===== src/common/dma_transfer_engine_consts.vh =====
// Purpose: constants shared by the transfer engine and its testbench
// Assumes: byte addresses of 32 bits, register port with an 8-bit byte address
// Notes: all offsets are byte addresses of 32-bit words
`ifndef DMA_TRANSFER_ENGINE_CONSTS_VH
`define DMA_TRANSFER_ENGINE_CONSTS_VH

`define REG_READ_PACING 8'h00
`define REG_ERR_ENABLE 8'h04
`define REG_ERR_STATUS 8'h08
`define REG_ENGINE_STATUS 8'h0C

`define ERR_ENDPOINT 0
`define ERR_UNMAPPED 1
`define ERR_CONST_ALIGN 2

`define PACING_RESET 8'h00
`define ERR_ENABLE_RESET 3'h7

`define DEST_FIFO_DEPTH 3'h4
`define DATA_FIFO_BYTES 10'h100
`define MERGE_MAX_COUNT 16'h03FF
`define CONST_ALIGN_MASK 32'h0000001F

`endif


===== src/hw/cmd_sizer.v =====
// Purpose: size of the next command of one side of the engine
// Assumes: burst size is a power of two from 1 to 256 bytes
// Notes: pure combinational, one copy per side
module cmd_sizer (
    input wire [31:0] i_addr,
    input wire [17:0] i_left,
    input wire [8:0] i_burst,
    input wire i_const_mode,
    output reg [8:0] o_size
);
    reg [8:0] to_bound;
    reg [8:0] offset;

    always @* begin
        offset = i_addr[8:0] & (i_burst - 9'h001);
        to_bound = i_const_mode ? i_burst : (i_burst - offset);
        // smaller of burst room and bytes left
        if (i_left < {9'h000, to_bound}) begin
            o_size = i_left[8:0];
        end else begin
            o_size = to_bound;
        end
    end
endmodule


===== src/hw/dma_transfer_engine.v =====
// Purpose: data movement engine splitting move requests into read and write commands
// Assumes: byte and array counts nonzero; default burst size a power of two up to 256
// Notes: data bytes themselves travel outside; the engine tracks data-FIFO byte credit
//
// Decided for this implementation: the plain strobed port and the address map.
`include "dma_transfer_engine_consts.vh"
module dma_transfer_engine (
    input wire i_clock,
    input wire i_nrst,
    input wire i_req_valid,
    output wire o_req_ready,
    input wire [31:0] i_req_src_addr,
    input wire [31:0] i_req_dst_addr,
    input wire [15:0] i_req_array_byte_count,
    input wire [15:0] i_req_array_count,
    input wire [15:0] i_req_src_step,
    input wire [15:0] i_req_dst_step,
    input wire i_req_src_const,
    input wire i_req_dst_const,
    input wire [8:0] i_default_burst_size,
    output wire o_rd_valid,
    output wire [31:0] o_rd_addr,
    output wire [8:0] o_rd_size,
    input wire i_rd_ready,
    input wire i_rd_resp_valid,
    input wire [8:0] i_rd_resp_bytes,
    input wire i_rd_resp_err,
    output wire o_wr_valid,
    output wire [31:0] o_wr_addr,
    output wire [8:0] o_wr_size,
    input wire i_wr_ready,
    input wire i_wr_resp_valid,
    input wire i_wr_resp_err,
    output wire o_done,
    output wire o_err_int,
    input wire [7:0] i_reg_addr,
    input wire [31:0] i_reg_wdata,
    input wire i_reg_wr,
    input wire i_reg_rd,
    output wire [31:0] o_reg_rdata
);
    // two-dimensional side collapses to one array
    function merge_ok;
        input [15:0] abc;
        input [15:0] cnt;
        input [15:0] step;
        input const_mode;
        input [8:0] burst;
        begin
            merge_ok = ({7'h00, burst} >= abc) && ((abc & (abc - 16'h0001)) == 16'h0000)
                && (step == abc) && (cnt <= `MERGE_MAX_COUNT) && !const_mode;
        end
    endfunction

    function [17:0] first_left;
        input merged;
        input [15:0] abc;
        input [15:0] cnt;
        reg [31:0] prod;
        begin
            prod = abc * cnt;
            first_left = merged ? prod[17:0] : {2'b00, abc};
        end
    endfunction

    function [31:0] step_ext;
        input [15:0] step;
        begin
            step_ext = {{16{step[15]}}, step};
        end
    endfunction

    reg req_ready_ff;
    reg [7:0] pacing_ff;
    reg [2:0] err_en_ff;
    reg [2:0] err_ff;
    reg err_int_ff;
    reg [31:0] rdata_ff;
    reg done_ff;

    // source active set
    reg src_busy_ff;
    reg [31:0] src_addr_ff;
    reg [31:0] src_base_ff;
    reg [17:0] src_left_ff;
    reg [15:0] src_arrays_ff;
    reg [15:0] src_abc_ff;
    reg [15:0] src_step_ff;
    reg src_const_ff;
    reg [7:0] pace_ff;
    reg rd_valid_ff;
    reg [31:0] rd_addr_ff;
    reg [8:0] rd_size_ff;

    // destination request FIFO and active entry
    reg [31:0] dq_addr [0:3];
    reg [15:0] dq_abc [0:3];
    reg [15:0] dq_cnt [0:3];
    reg [15:0] dq_step [0:3];
    reg dq_const [0:3];
    reg [1:0] dq_wptr_ff;
    reg [1:0] dq_rptr_ff;
    reg [2:0] dq_cnt_ff;
    reg dst_busy_ff;
    reg [31:0] dst_addr_ff;
    reg [31:0] dst_base_ff;
    reg [17:0] dst_left_ff;
    reg [15:0] dst_arrays_ff;
    reg [15:0] dst_abc_ff;
    reg [15:0] dst_step_ff;
    reg dst_const_ff;
    reg wr_valid_ff;
    reg [31:0] wr_addr_ff;
    reg [8:0] wr_size_ff;

    // data FIFO credit: reserved by reads, available once data lands
    reg [9:0] rsv_ff;
    reg [9:0] avail_ff;

    wire [8:0] src_size;
    wire [8:0] dst_size;
    wire accept;
    wire rd_load;
    wire wr_load;
    wire dst_start;
    wire src_last;
    wire dst_last;
    wire reg_hit;
    wire const_bad;
    wire src_merge;
    wire dst_merge;
    wire nxt_src_busy;
    wire [2:0] nxt_dq_cnt;
    wire [2:0] err_set;
    wire [2:0] nxt_err;
    wire [9:0] rd_resp_add;
    wire [17:0] src_rem;
    wire [17:0] dst_rem;

    cmd_sizer u_src_sizer (
        .i_addr(src_addr_ff),
        .i_left(src_left_ff),
        .i_burst(i_default_burst_size),
        .i_const_mode(src_const_ff),
        .o_size(src_size)
    );

    cmd_sizer u_dst_sizer (
        .i_addr(dst_addr_ff),
        .i_left(dst_left_ff),
        .i_burst(i_default_burst_size),
        .i_const_mode(dst_const_ff),
        .o_size(dst_size)
    );

    // requests only enter on our ready
    assign accept = i_req_valid && req_ready_ff;
    // each side judges its own merge
    assign src_merge = merge_ok(i_req_array_byte_count, i_req_array_count, i_req_src_step,
        i_req_src_const, i_default_burst_size);
    assign dst_merge = merge_ok(dq_abc[dq_rptr_ff], dq_cnt[dq_rptr_ff], dq_step[dq_rptr_ff],
        dq_const[dq_rptr_ff], i_default_burst_size);

    // zero count reads back to back
    // the byte-credit check keeps reads from overrunning the data FIFO
    assign rd_load = src_busy_ff && (!rd_valid_ff || i_rd_ready) && (pace_ff == 8'h00)
        && ((rsv_ff + {1'b0, src_size}) <= `DATA_FIFO_BYTES);
    // write only once its bytes are buffered
    // no pacing on the write side
    assign wr_load = dst_busy_ff && (!wr_valid_ff || i_wr_ready)
        && (avail_ff >= {1'b0, dst_size});
    assign dst_start = !dst_busy_ff && (dq_cnt_ff != 3'h0) && !done_ff;

    assign src_rem = src_left_ff - {9'h000, src_size};
    assign dst_rem = dst_left_ff - {9'h000, dst_size};
    assign src_last = rd_load && (src_rem == 18'h00000) && (src_arrays_ff <= 16'h0001);
    assign dst_last = wr_load && (dst_rem == 18'h00000) && (dst_arrays_ff <= 16'h0001);

    // source frees for next request before writes end
    assign nxt_src_busy = accept ? 1'b1 : (src_last ? 1'b0 : src_busy_ff);
    assign nxt_dq_cnt = dq_cnt_ff + {2'b00, accept} - {2'b00, dst_last};

    assign rd_resp_add = i_rd_resp_valid ? {1'b0, i_rd_resp_bytes} : 10'h000;

    assign reg_hit = (i_reg_addr == `REG_READ_PACING) || (i_reg_addr == `REG_ERR_ENABLE)
        || (i_reg_addr == `REG_ERR_STATUS) || (i_reg_addr == `REG_ENGINE_STATUS);
    assign const_bad = (i_req_src_const && (((i_req_src_addr & `CONST_ALIGN_MASK) != 32'h0)
        || (({16'h0000, i_req_src_step} & `CONST_ALIGN_MASK) != 32'h0)))
        || (i_req_dst_const && (((i_req_dst_addr & `CONST_ALIGN_MASK) != 32'h0)
        || (({16'h0000, i_req_dst_step} & `CONST_ALIGN_MASK) != 32'h0)));

    // each source gated by its own enable
    assign err_set[`ERR_ENDPOINT] = err_en_ff[`ERR_ENDPOINT]
        && ((i_rd_resp_valid && i_rd_resp_err) || (i_wr_resp_valid && i_wr_resp_err));
    assign err_set[`ERR_UNMAPPED] = err_en_ff[`ERR_UNMAPPED] && (i_reg_wr || i_reg_rd) && !reg_hit;
    assign err_set[`ERR_CONST_ALIGN] = err_en_ff[`ERR_CONST_ALIGN] && accept && const_bad;
    // sticky bits, write one clears, set wins
    assign nxt_err = err_set | (err_ff & ~((i_reg_wr && (i_reg_addr == `REG_ERR_STATUS))
        ? i_reg_wdata[2:0] : 3'h0));

    always @(posedge i_clock or negedge i_nrst) begin
        if (!i_nrst) begin
            req_ready_ff <= 1'b0;
            pacing_ff <= `PACING_RESET;
            err_en_ff <= `ERR_ENABLE_RESET;
            err_ff <= 3'h0;
            err_int_ff <= 1'b0;
            rdata_ff <= 32'h00000000;
            done_ff <= 1'b0;
        end else begin
            // in flight bounded by FIFO depth
            req_ready_ff <= !nxt_src_busy && (nxt_dq_cnt < `DEST_FIFO_DEPTH);
            err_ff <= nxt_err;
            // pulse when an enabled bit newly sets
            err_int_ff <= |(nxt_err & ~err_ff);
            done_ff <= dst_last;
            if (i_reg_wr && (i_reg_addr == `REG_READ_PACING)) begin
                pacing_ff <= i_reg_wdata[7:0];
            end
            if (i_reg_wr && (i_reg_addr == `REG_ERR_ENABLE)) begin
                err_en_ff <= i_reg_wdata[2:0];
            end
            rdata_ff <= 32'h00000000;
            if (i_reg_rd) begin
                case (i_reg_addr)
                    `REG_READ_PACING: begin
                        rdata_ff <= {24'h000000, pacing_ff};
                    end
                    `REG_ERR_ENABLE: begin
                        rdata_ff <= {29'h00000000, err_en_ff};
                    end
                    `REG_ERR_STATUS: begin
                        rdata_ff <= {29'h00000000, err_ff};
                    end
                    `REG_ENGINE_STATUS: begin
                        rdata_ff <= {27'h0000000, dst_busy_ff, dq_cnt_ff, src_busy_ff};
                    end
                    default: begin
                        rdata_ff <= 32'h00000000;
                    end
                endcase
            end
        end
    end

    // source side: read commands
    always @(posedge i_clock or negedge i_nrst) begin
        if (!i_nrst) begin
            src_busy_ff <= 1'b0;
            src_addr_ff <= 32'h00000000;
            src_base_ff <= 32'h00000000;
            src_left_ff <= 18'h00000;
            src_arrays_ff <= 16'h0000;
            src_abc_ff <= 16'h0000;
            src_step_ff <= 16'h0000;
            src_const_ff <= 1'b0;
            pace_ff <= 8'h00;
            rd_valid_ff <= 1'b0;
            rd_addr_ff <= 32'h00000000;
            rd_size_ff <= 9'h000;
        end else begin
            if (rd_valid_ff && i_rd_ready) begin
                rd_valid_ff <= 1'b0;
            end
            if (accept) begin
                src_busy_ff <= 1'b1;
                src_addr_ff <= i_req_src_addr;
                src_base_ff <= i_req_src_addr;
                src_left_ff <= first_left(src_merge, i_req_array_byte_count, i_req_array_count);
                src_arrays_ff <= src_merge ? 16'h0001 : i_req_array_count;
                src_abc_ff <= i_req_array_byte_count;
                src_step_ff <= i_req_src_step;
                src_const_ff <= i_req_src_const;
                pace_ff <= 8'h00;
            end else if (rd_load) begin
                rd_valid_ff <= 1'b1;
                rd_addr_ff <= src_addr_ff;
                rd_size_ff <= src_size;
                pace_ff <= pacing_ff;
                if (src_rem != 18'h00000) begin
                    src_left_ff <= src_rem;
                    if (!src_const_ff) begin
                        src_addr_ff <= src_addr_ff + {23'h000000, src_size};
                    end
                end else if (src_arrays_ff > 16'h0001) begin
                    src_arrays_ff <= src_arrays_ff - 16'h0001;
                    src_left_ff <= {2'b00, src_abc_ff};
                    src_base_ff <= src_base_ff + step_ext(src_step_ff);
                    src_addr_ff <= src_base_ff + step_ext(src_step_ff);
                end else begin
                    src_busy_ff <= 1'b0;
                end
            end else if (pace_ff != 8'h00) begin
                pace_ff <= pace_ff - 8'h01;
            end
        end
    end

    // destination request FIFO
    always @(posedge i_clock) begin
        if (accept) begin
            dq_addr[dq_wptr_ff] <= i_req_dst_addr;
            dq_abc[dq_wptr_ff] <= i_req_array_byte_count;
            dq_cnt[dq_wptr_ff] <= i_req_array_count;
            dq_step[dq_wptr_ff] <= i_req_dst_step;
            dq_const[dq_wptr_ff] <= i_req_dst_const;
        end
    end

    // destination side: write commands
    always @(posedge i_clock or negedge i_nrst) begin
        if (!i_nrst) begin
            dq_wptr_ff <= 2'h0;
            dq_rptr_ff <= 2'h0;
            dq_cnt_ff <= 3'h0;
            dst_busy_ff <= 1'b0;
            dst_addr_ff <= 32'h00000000;
            dst_base_ff <= 32'h00000000;
            dst_left_ff <= 18'h00000;
            dst_arrays_ff <= 16'h0000;
            dst_abc_ff <= 16'h0000;
            dst_step_ff <= 16'h0000;
            dst_const_ff <= 1'b0;
            wr_valid_ff <= 1'b0;
            wr_addr_ff <= 32'h00000000;
            wr_size_ff <= 9'h000;
        end else begin
            dq_cnt_ff <= nxt_dq_cnt;
            if (accept) begin
                dq_wptr_ff <= dq_wptr_ff + 2'h1;
            end
            if (wr_valid_ff && i_wr_ready) begin
                wr_valid_ff <= 1'b0;
            end
            if (dst_start) begin
                dst_busy_ff <= 1'b1;
                dst_addr_ff <= dq_addr[dq_rptr_ff];
                dst_base_ff <= dq_addr[dq_rptr_ff];
                dst_left_ff <= first_left(dst_merge, dq_abc[dq_rptr_ff], dq_cnt[dq_rptr_ff]);
                dst_arrays_ff <= dst_merge ? 16'h0001 : dq_cnt[dq_rptr_ff];
                dst_abc_ff <= dq_abc[dq_rptr_ff];
                dst_step_ff <= dq_step[dq_rptr_ff];
                dst_const_ff <= dq_const[dq_rptr_ff];
            end else if (wr_load) begin
                wr_valid_ff <= 1'b1;
                wr_addr_ff <= dst_addr_ff;
                wr_size_ff <= dst_size;
                if (dst_rem != 18'h00000) begin
                    dst_left_ff <= dst_rem;
                    if (!dst_const_ff) begin
                        dst_addr_ff <= dst_addr_ff + {23'h000000, dst_size};
                    end
                end else if (dst_arrays_ff > 16'h0001) begin
                    dst_arrays_ff <= dst_arrays_ff - 16'h0001;
                    dst_left_ff <= {2'b00, dst_abc_ff};
                    dst_base_ff <= dst_base_ff + step_ext(dst_step_ff);
                    dst_addr_ff <= dst_base_ff + step_ext(dst_step_ff);
                end else begin
                    dst_busy_ff <= 1'b0;
                    dq_rptr_ff <= dq_rptr_ff + 2'h1;
                end
            end
        end
    end

    // byte credit of the data FIFO
    always @(posedge i_clock or negedge i_nrst) begin
        if (!i_nrst) begin
            rsv_ff <= 10'h000;
            avail_ff <= 10'h000;
        end else begin
            rsv_ff <= rsv_ff + (rd_load ? {1'b0, src_size} : 10'h000)
                - (wr_load ? {1'b0, dst_size} : 10'h000);
            avail_ff <= avail_ff + rd_resp_add - (wr_load ? {1'b0, dst_size} : 10'h000);
        end
    end

    assign o_req_ready = req_ready_ff;
    assign o_rd_valid = rd_valid_ff;
    assign o_rd_addr = rd_addr_ff;
    assign o_rd_size = rd_size_ff;
    assign o_wr_valid = wr_valid_ff;
    assign o_wr_addr = wr_addr_ff;
    assign o_wr_size = wr_size_ff;
    assign o_done = done_ff;
    assign o_err_int = err_int_ff;
    assign o_reg_rdata = rdata_ff;
endmodule


===== config.mk =====
export PLATFORM = sky130hd
export DESIGN_NAME = dma_transfer_engine
export DESIGN_NICKNAME = d
export VERILOG_FILES = /design/src/hw/cmd_sizer.v /design/src/hw/dma_transfer_engine.v
export VERILOG_INCLUDE_DIRS = /design/src /design/src/common
export SDC_FILE = /design/constraint.sdc
export NUM_CORES = 2
export LEC_CHECK = 0
export ABC_AREA = 0
export BUFFER_PORTS_ARGS = -buffer_cell sky130_fd_sc_hd__clkbuf_2
export CORE_MARGIN = 8
export CORE_UTILIZATION = 45
export CTS_CLUSTER_SIZE = 30
export DETAILED_ROUTE_END_ITERATION = 16
export HOLD_SLACK_MARGIN = 0.08
export PLACE_DENSITY = 0.69
export SYNTH_ARGS = -nofsm -noshare
export SYNTH_HDL_FRONTEND = slang
export SYNTH_SLANG_ARGS = --single-unit

===== constraint.sdc =====
create_clock -name i_clock -period 8.75 [get_ports i_clock]
set_input_delay 1.75 -clock i_clock [delete_from_list [all_inputs] [get_ports i_clock]]
set_output_delay 1.75 -clock i_clock [all_outputs]
set_load 0.01 [all_outputs]

---- Yosys cells after proc, flatten, opt, wreduce, memory -nomap -nowiden ----
Memory sizes are Yosys's and may differ from the RTL's.
Index checks and enable logic that the tools add are counted.
word-level totals
  memories kept ........................... 5
  memory bits (writable) .................. 324
  logic and storage cells ................. 255
  flip-flop bits (word level) ............. 432
cells by class
  add/subtract/negate cells ............... 23
  multiply operators ...................... 2
  reduce and logical (&&, ||, !) cells .... 86
  $lt $le $gt $ge ......................... 13
  bitwise operators ....................... 13
  eq/ne operators ......................... 11
  multiplexer cells ....................... 67
memory list
  memory    depth  bits a word  rd ports  clocked after Yosys merged registers in  wr ports  line                       text
  dq_addr   4      32           1         0                                        1         dma_transfer_engine.v:96   reg [31:0] dq_addr [0:3];
  dq_abc    4      16           1         0                                        1         dma_transfer_engine.v:97   reg [15:0] dq_abc [0:3];
  dq_cnt    4      16           1         0                                        1         dma_transfer_engine.v:98   reg [15:0] dq_cnt [0:3];
  dq_step   4      16           1         0                                        1         dma_transfer_engine.v:99   reg [15:0] dq_step [0:3];
  dq_const  4      1            1         0                                        1         dma_transfer_engine.v:100  reg dq_const [0:3];
operator list
  operator                                                                          count
  32-bit two-way mux                                                                16
  18-bit two-way mux                                                                10
  16-bit two-way mux                                                                10
  32-bit nonzero test                                                               4
  32-bit adder                                                                      2
  32-bit by 9-bit adder with 32-bit output                                          2
  16-bit by 1-bit subtractor with 16-bit output, second input constant              4
  9-bit two-way mux                                                                 7
  18-bit zero test                                                                  2
  18-bit by 9-bit less-than comparator with 1-bit output                            2
  16-bit by 16-bit multiplier with 18-bit output                                    2
  18-bit nonzero test                                                               2
  18-bit by 9-bit subtractor with 18-bit output                                     2
  1-bit logical AND                                                                 35
  16-bit AND                                                                        2
  16-bit == test                                                                    2
  9-bit by 16-bit greater-or-equal comparator with 1-bit output                     2
  16-bit by 1-bit greater-than comparator with 1-bit output, second input constant  2
  16-bit by 1-bit <= comparator with 1-bit output, second input constant            2
  16-bit by 10-bit <= comparator with 1-bit output, second input constant           2
  16-bit zero test                                                                  2
  8-bit two-way mux                                                                 4
  8-bit one-hot mux with 4 select lines                                             1
  10-bit by 9-bit adder with 10-bit output                                          3
  32 further kinds                                                                  93

---- Logic depth before layout (Yosys ltp) ----
  word-level depth ........................ 15
  gate-level depth with buffers ........... 45
  mapped depth without buffers ............ 41

---- Cells and area by module ----
From an unflattened synthesis, not the netlist that was laid out.
unflattened totals
  cell total of the unflattened synthesis .. 5090
  area total of the unflattened synthesis .. 51071.5 um^2
by module, submodules not included
  module               times used  area each (um^2)  cells an instance
  dma_transfer_engine  1           49144.6           4828
  cmd_sizer            2           963.4             131

---- Worst setup path before layout ----
No wires, ideal clock.
  path kind ............................... input -> register
  from .................................... input i_default_burst_size[1]
  to ...................................... register rsv_ff[9]
  required time ........................... 8.670 ns
  buffers on the path ..................... 5
  slack ................................... -2.002 ns
  arrival ................................. 10.672 ns
  cell stages on the path ................. 42
  path through ............................ clkbuf_1 > clkbuf_1 > inv_1 > ha_1 > nand2b_1 > a21oi_1 > o21ai_0 > a21oi_1 > a21oi_1 > or2_2 > a41oi_1 > mux2i_1 > a31oi_1 > ha_1 > nand4_1 > o31ai_1 > clkbuf_1 > nor2_1 > (+6 left out) > a2111oi_0 > nand3_1 > a2111oi_4 > clkbuf_1 > clkbuf_1 > nand2_1 > fa_1 > inv_1 > ha_1 > a21o_1 > a21oi_1 > o21bai_1 > a21oi_1 > o21bai_1 > a21oi_1 > o21bai_1 > a21oi_1 > xnor2_1
on the way
  cells in the longest elaborated chain, start to end .. 12
ends and longest elaborated chain
  item                                                       line                       text
  start, declared                                            dma_transfer_engine.v:20   input wire [8:0] i_default_burst_size,
  9-bit by 1-bit subtractor with 9-bit output                cmd_sizer.v:15             offset = i_addr[8:0] & (i_burst - 9'h001);
  9-bit AND                                                  cmd_sizer.v:15
  9-bit subtractor                                           cmd_sizer.v:16             to_bound = i_const_mode ? i_burst : (i_burst - offset);
  9-bit two-way mux *                                        cmd_sizer.v:16
  18-bit by 9-bit less-than comparator with 1-bit output *   cmd_sizer.v:18             if (i_left < {9'h000, to_bound}) begin
  9-bit two-way mux *                                        cmd_sizer.v:18
  named net src_size[0]                                      dma_transfer_engine.v:120  wire [8:0] src_size;
  10-bit by 9-bit adder with 10-bit output                   dma_transfer_engine.v:167  && ((rsv_ff + {1'b0, src_size}) <= `DATA_FIFO_BYTES);
  10-bit by 9-bit <= comparator with 1-bit output (no line)  n/a
  1-bit logical AND                                          dma_transfer_engine.v:166  assign rd_load = src_busy_ff && (!rd_valid_ff || i_rd_ready) && (pace_ff == 8'h00)
  9-bit two-way mux *                                        dma_transfer_engine.v:372  rsv_ff <= rsv_ff + (rd_load ? {1'b0, src_size} : 10'h000)
  10-bit by 9-bit adder with 10-bit output *                 dma_transfer_engine.v:372
  10-bit subtractor *                                        dma_transfer_engine.v:373  - (wr_load ? {1'b0, dst_size} : 10'h000);
  end signal, assigned                                       dma_transfer_engine.v:372
  end, declared                                              dma_transfer_engine.v:117  reg [9:0] rsv_ff;
The timed path passes the listed nets; every way through them passes the cells marked *.
A chain may end at the register's enable or synchronous reset.

---- Worst setup path after layout ----
  from .................................... input i_default_burst_size[0]
  to ...................................... register rsv_ff[9]
on the way
  cells in the longest elaborated chain, start to end .. 12
ends and longest elaborated chain
  item                                                       line
  9-bit by 1-bit subtractor with 9-bit output                cmd_sizer.v:15
  9-bit AND                                                  cmd_sizer.v:15
  9-bit subtractor                                           cmd_sizer.v:16
  9-bit two-way mux *                                        cmd_sizer.v:16
  18-bit by 9-bit less-than comparator with 1-bit output     cmd_sizer.v:18
  9-bit two-way mux *                                        cmd_sizer.v:18
  named net src_size[6]                                      dma_transfer_engine.v:120
  10-bit by 9-bit adder with 10-bit output                   dma_transfer_engine.v:167
  10-bit by 9-bit <= comparator with 1-bit output (no line)  n/a
  1-bit logical AND                                          dma_transfer_engine.v:166
  9-bit two-way mux *                                        dma_transfer_engine.v:372
  10-bit by 9-bit adder with 10-bit output *                 dma_transfer_engine.v:372
  10-bit subtractor *                                        dma_transfer_engine.v:373
Marks and branches as above.

==> results.ini <==
[finish]
syn2layout_area_growth_pct=17.31
nNetsFinal=6262
layout-drive-gt1-share_pct=19.28
nFillCells=9875
fin_area_um2=59100

[placement]
dpl-instance-area_um2=55690
io_buffer_count=269
dp_hpwl_mm=110.9
place.gp.congestion=0.9267

[timing]
setup_tns_ns=0
finalSetupViolCount=0
finalCriticalPeriod_ns=8.532
slew_headroom_pct=31.61
grt_setup_unrepaired=true
hold_viol=0
final_max_slew_viol_count=0
max_freq_ghz=0.1172
tightest_slew_ns=1.026
fin_crit_sh_pct=97.51
skew_ns=0.03715
fin_hold_ws_ns=0.4723

[synthesis]
synth_cell_types=97
synth.avg_cell_area_um2=10.00
synth_area_leaders=dfrtp_1 (20%), edfxtp_1 (19%), fa_1 (9.5%), ha_1 (7.3%), nand2_1 (5.7%)
synth_async_sr_flop_share_pct=55.74
synth_edf_count=324
yosysTopAreaCell=dfrtp_1
yosys_warnings=0
synth_cells=5038
yosysSeqAreaShare_pct=39.58
ys.flop_type=dfrtp_1
yosys.area.top_type_share_pct=20.12
synthesis.area_um2=50380
ys_seq_elements=732

[cts]
clk_path_buf_depth=3
clk_pin_slew_ns=0.06
cts_root_buf=clkbuf_16
cts_sinks=732
cts_hold_buffers=0
cts_buffers=83
cts_tree=built
cts_htree_levels=3
clk_latency_ns=0.67

[setup_path]
crit_path_max_fanout=8
startpoint_type=input pin
cpMostUsedCell=a21oi_2
crit_type=input pin to register
cpMaxStageDelayCell=fa_1
cp-end-kind=register
r2r_slack_ns=0.83
crit_path_max_incr_delay_ns=0.56
critPathArrivalTime_ns=9.10
cp.required_ns=9.32

[global_routing]
grt_overflow=0
antenna_found_initial=4
grt_pass1_wl_mm=232.5
grtUsageTotal_pct=24.07
grt_max_degree=154
grt_pass1_vias=40090

[floorplanning]
die_x_um=350.6
core_um2=110800
die_h_um=350.6
io_pins=318
rows=122
die_area_um2=122900
initial_utilization_pct=45.46

[route]
ant_nets=0
routed-via-count=40050
vias_per_cell=5.652
drc=0
first_pass_iters=5
drt-total-wl_mm=150.5
wl_per_cell_um=21.23
drtIter0Drc=3446

[min_path]
hold_path.class=register to register

[power_and_ir_drop]
powerDensity_nw_per_um2=254.2
vdd_drop_max_uv=219.6
p_leak_nw=26.50

[run]
drv_cap=0

[outcome]
status=finished clean

metrics by stage:
step                      setup WS [ns]  instances  util (%)  power [mW]
final                            0.2183       7087     53.33       15.02
after global routing            -0.1138       7085     53.33       15.99
after CTS                       0.01046       7067     52.85       14.85
after detailed placement        -0.7267       6913     50.26       11.14
after global placement          -0.5656       6913     50.26       10.97
after floorplan                 -0.5619       5061         -       8.424
logic make-up (layout without fill, tap and decap cells):
kind of cell | count (synthesis) | count (layout) | synth area share, %
other | 1 | 26 | 0.007443
AOI/OAI and AO/OA | 994 | 994 | 12.43
muxes | 195 | 195 | 6.045
and+or+nand+nor | 1590 | 1590 | 14.65
xor gates and xnor gates | 274 | 274 | 4.763
buffers and inverters | 716 | 1252 | 5.640
adders and majority gates | 536 | 536 | 16.88
DFF | 732 | 732 | 39.58
synth_stat cells, types with 61 or more instances:
library cell  instances
nand2_1             760
edfxtp_1            324
nand3_1              73
mux2_2               64
dfrtp_1             405
a211oi_1             63
mux4_2               80
fa_1                240
a21o_1               77
a31oi_1              67
nor2_1              281
a21oi_1             257
inv_1               457
nor3_1               61
xnor2_1             169
ha_1                295
clkbuf_1            178
o21ai_0             254
xor2_1              105
and2_1              134
repair_timing:
| action | 4_1_cts | 5_1_grt |
|---|---|---|
| setup endpoints to repair | 2 | 142 |
| setup buffers | 0 | 18 |
| hold endpoints to repair | 0 | 0 |
| pin swaps | 0 | 60 |
| resized for setup | 1 | 86 |
cell usage in the layout, fill, tap and decap left out, drive strengths merged, types with 19 or more instances in the layout:
cell / instances
clkinv: 31
nand4: 28
mux4: 80
o211ai: 26
fa: 240
or3: 37
a211oi: 63
buf: 373
a21o: 77
mux2: 64
inv: 461
o21bai: 19
o21a: 36
a31oi: 67
and2: 134
xnor2: 169
clkbuf: 373
edfxtp: 324
xor2: 105
nand2b: 43
nor3: 63
mux2i: 51
o21ai: 261
and3: 31
conb: 24
nand3: 73
nor2b: 22
dfrtp: 405
o31ai: 34
ha: 295
o22ai: 20
nor2: 281
nand2: 761
nor4: 42
a21oi: 257
critical path, delay by kind of cell:
kind / cells / cell delay [ns]
AOI/OAI and AO/OA: 16 / 3.25
muxes: 2 / 0.66
and+or+nand+nor: 8 / 1.18
xor gates and xnor gates: 1 / 0.14
adders and majority gates: 5 / 1.54
buffers and inverters: 5 / 0.58
power breakdown:
group	leakage, nW	internal (mW)	total [mW]	switching (mW)
clock network	1.40	2.15	3.67	1.52
logic	17.0	3.36	7.22	3.86
registers	8.10	3.87	4.14	0.270
routing by layer:
| layer | wire (µm) | global-route usage, % | vias to the layer above |
|---|---|---|---|
| li1 | - | - | 18450 |
| met1 | 62490 | 31.50 | 19940 |
| met2 | 72440 | 40.26 | 1328 |
| met3 | 9166 | 3.741 | 331 |
| met4 | 6359 | 9.281 | 4 |
| met5 | 26 | 0 | - |
area by class of cell:
class,count,area (µm²),area share (%)
Antenna cell,2,5.005,0.008468
Sequential cell,732,19950,33.76
Tap cell,1488,1862,3.150
Clock buffer,107,2298,3.889
Inverter,459,1737,2.939
Clock inverter,47,574.3,0.9717
Timing Repair Buffer,639,4290,7.259
Multi-Input combinational cell,3613,28380,48.03
path summary, 6_finish.rpt:
kind	to	cells after the start	startpoint
worst max-delay path	rsv_ff[9]	37	i_default_burst_size[0]
worst min-delay path	o_wr_addr[23]	2	o_wr_addr[23]
worst min register to register	o_wr_addr[23]	2	o_wr_addr[23]
max in group asynchronous	rsv_ff[1]	2	i_nrst
min in group asynchronous	dst_base_ff[18]	1	i_nrst
worst max register to register	rsv_ff[9]	36	src_addr_ff[1]
sequential cells by signal, summed over array words and instances, names as in the netlist, 16 cells and up:
name and count:
dq_addr 128, dq_abc 64, dq_cnt 64, dq_step 64
dst_addr_ff 32, dst_base_ff 32, o_rd_addr 32, o_wr_addr 32
src_addr_ff 32, src_base_ff 32, dst_left_ff 18, src_left_ff 18
dst_abc_ff 16, dst_arrays_ff 16, dst_step_ff 16, src_abc_ff 16
src_arrays_ff 16, src_step_ff 16
Note: power is estimated with default switching activity, not from simulation.
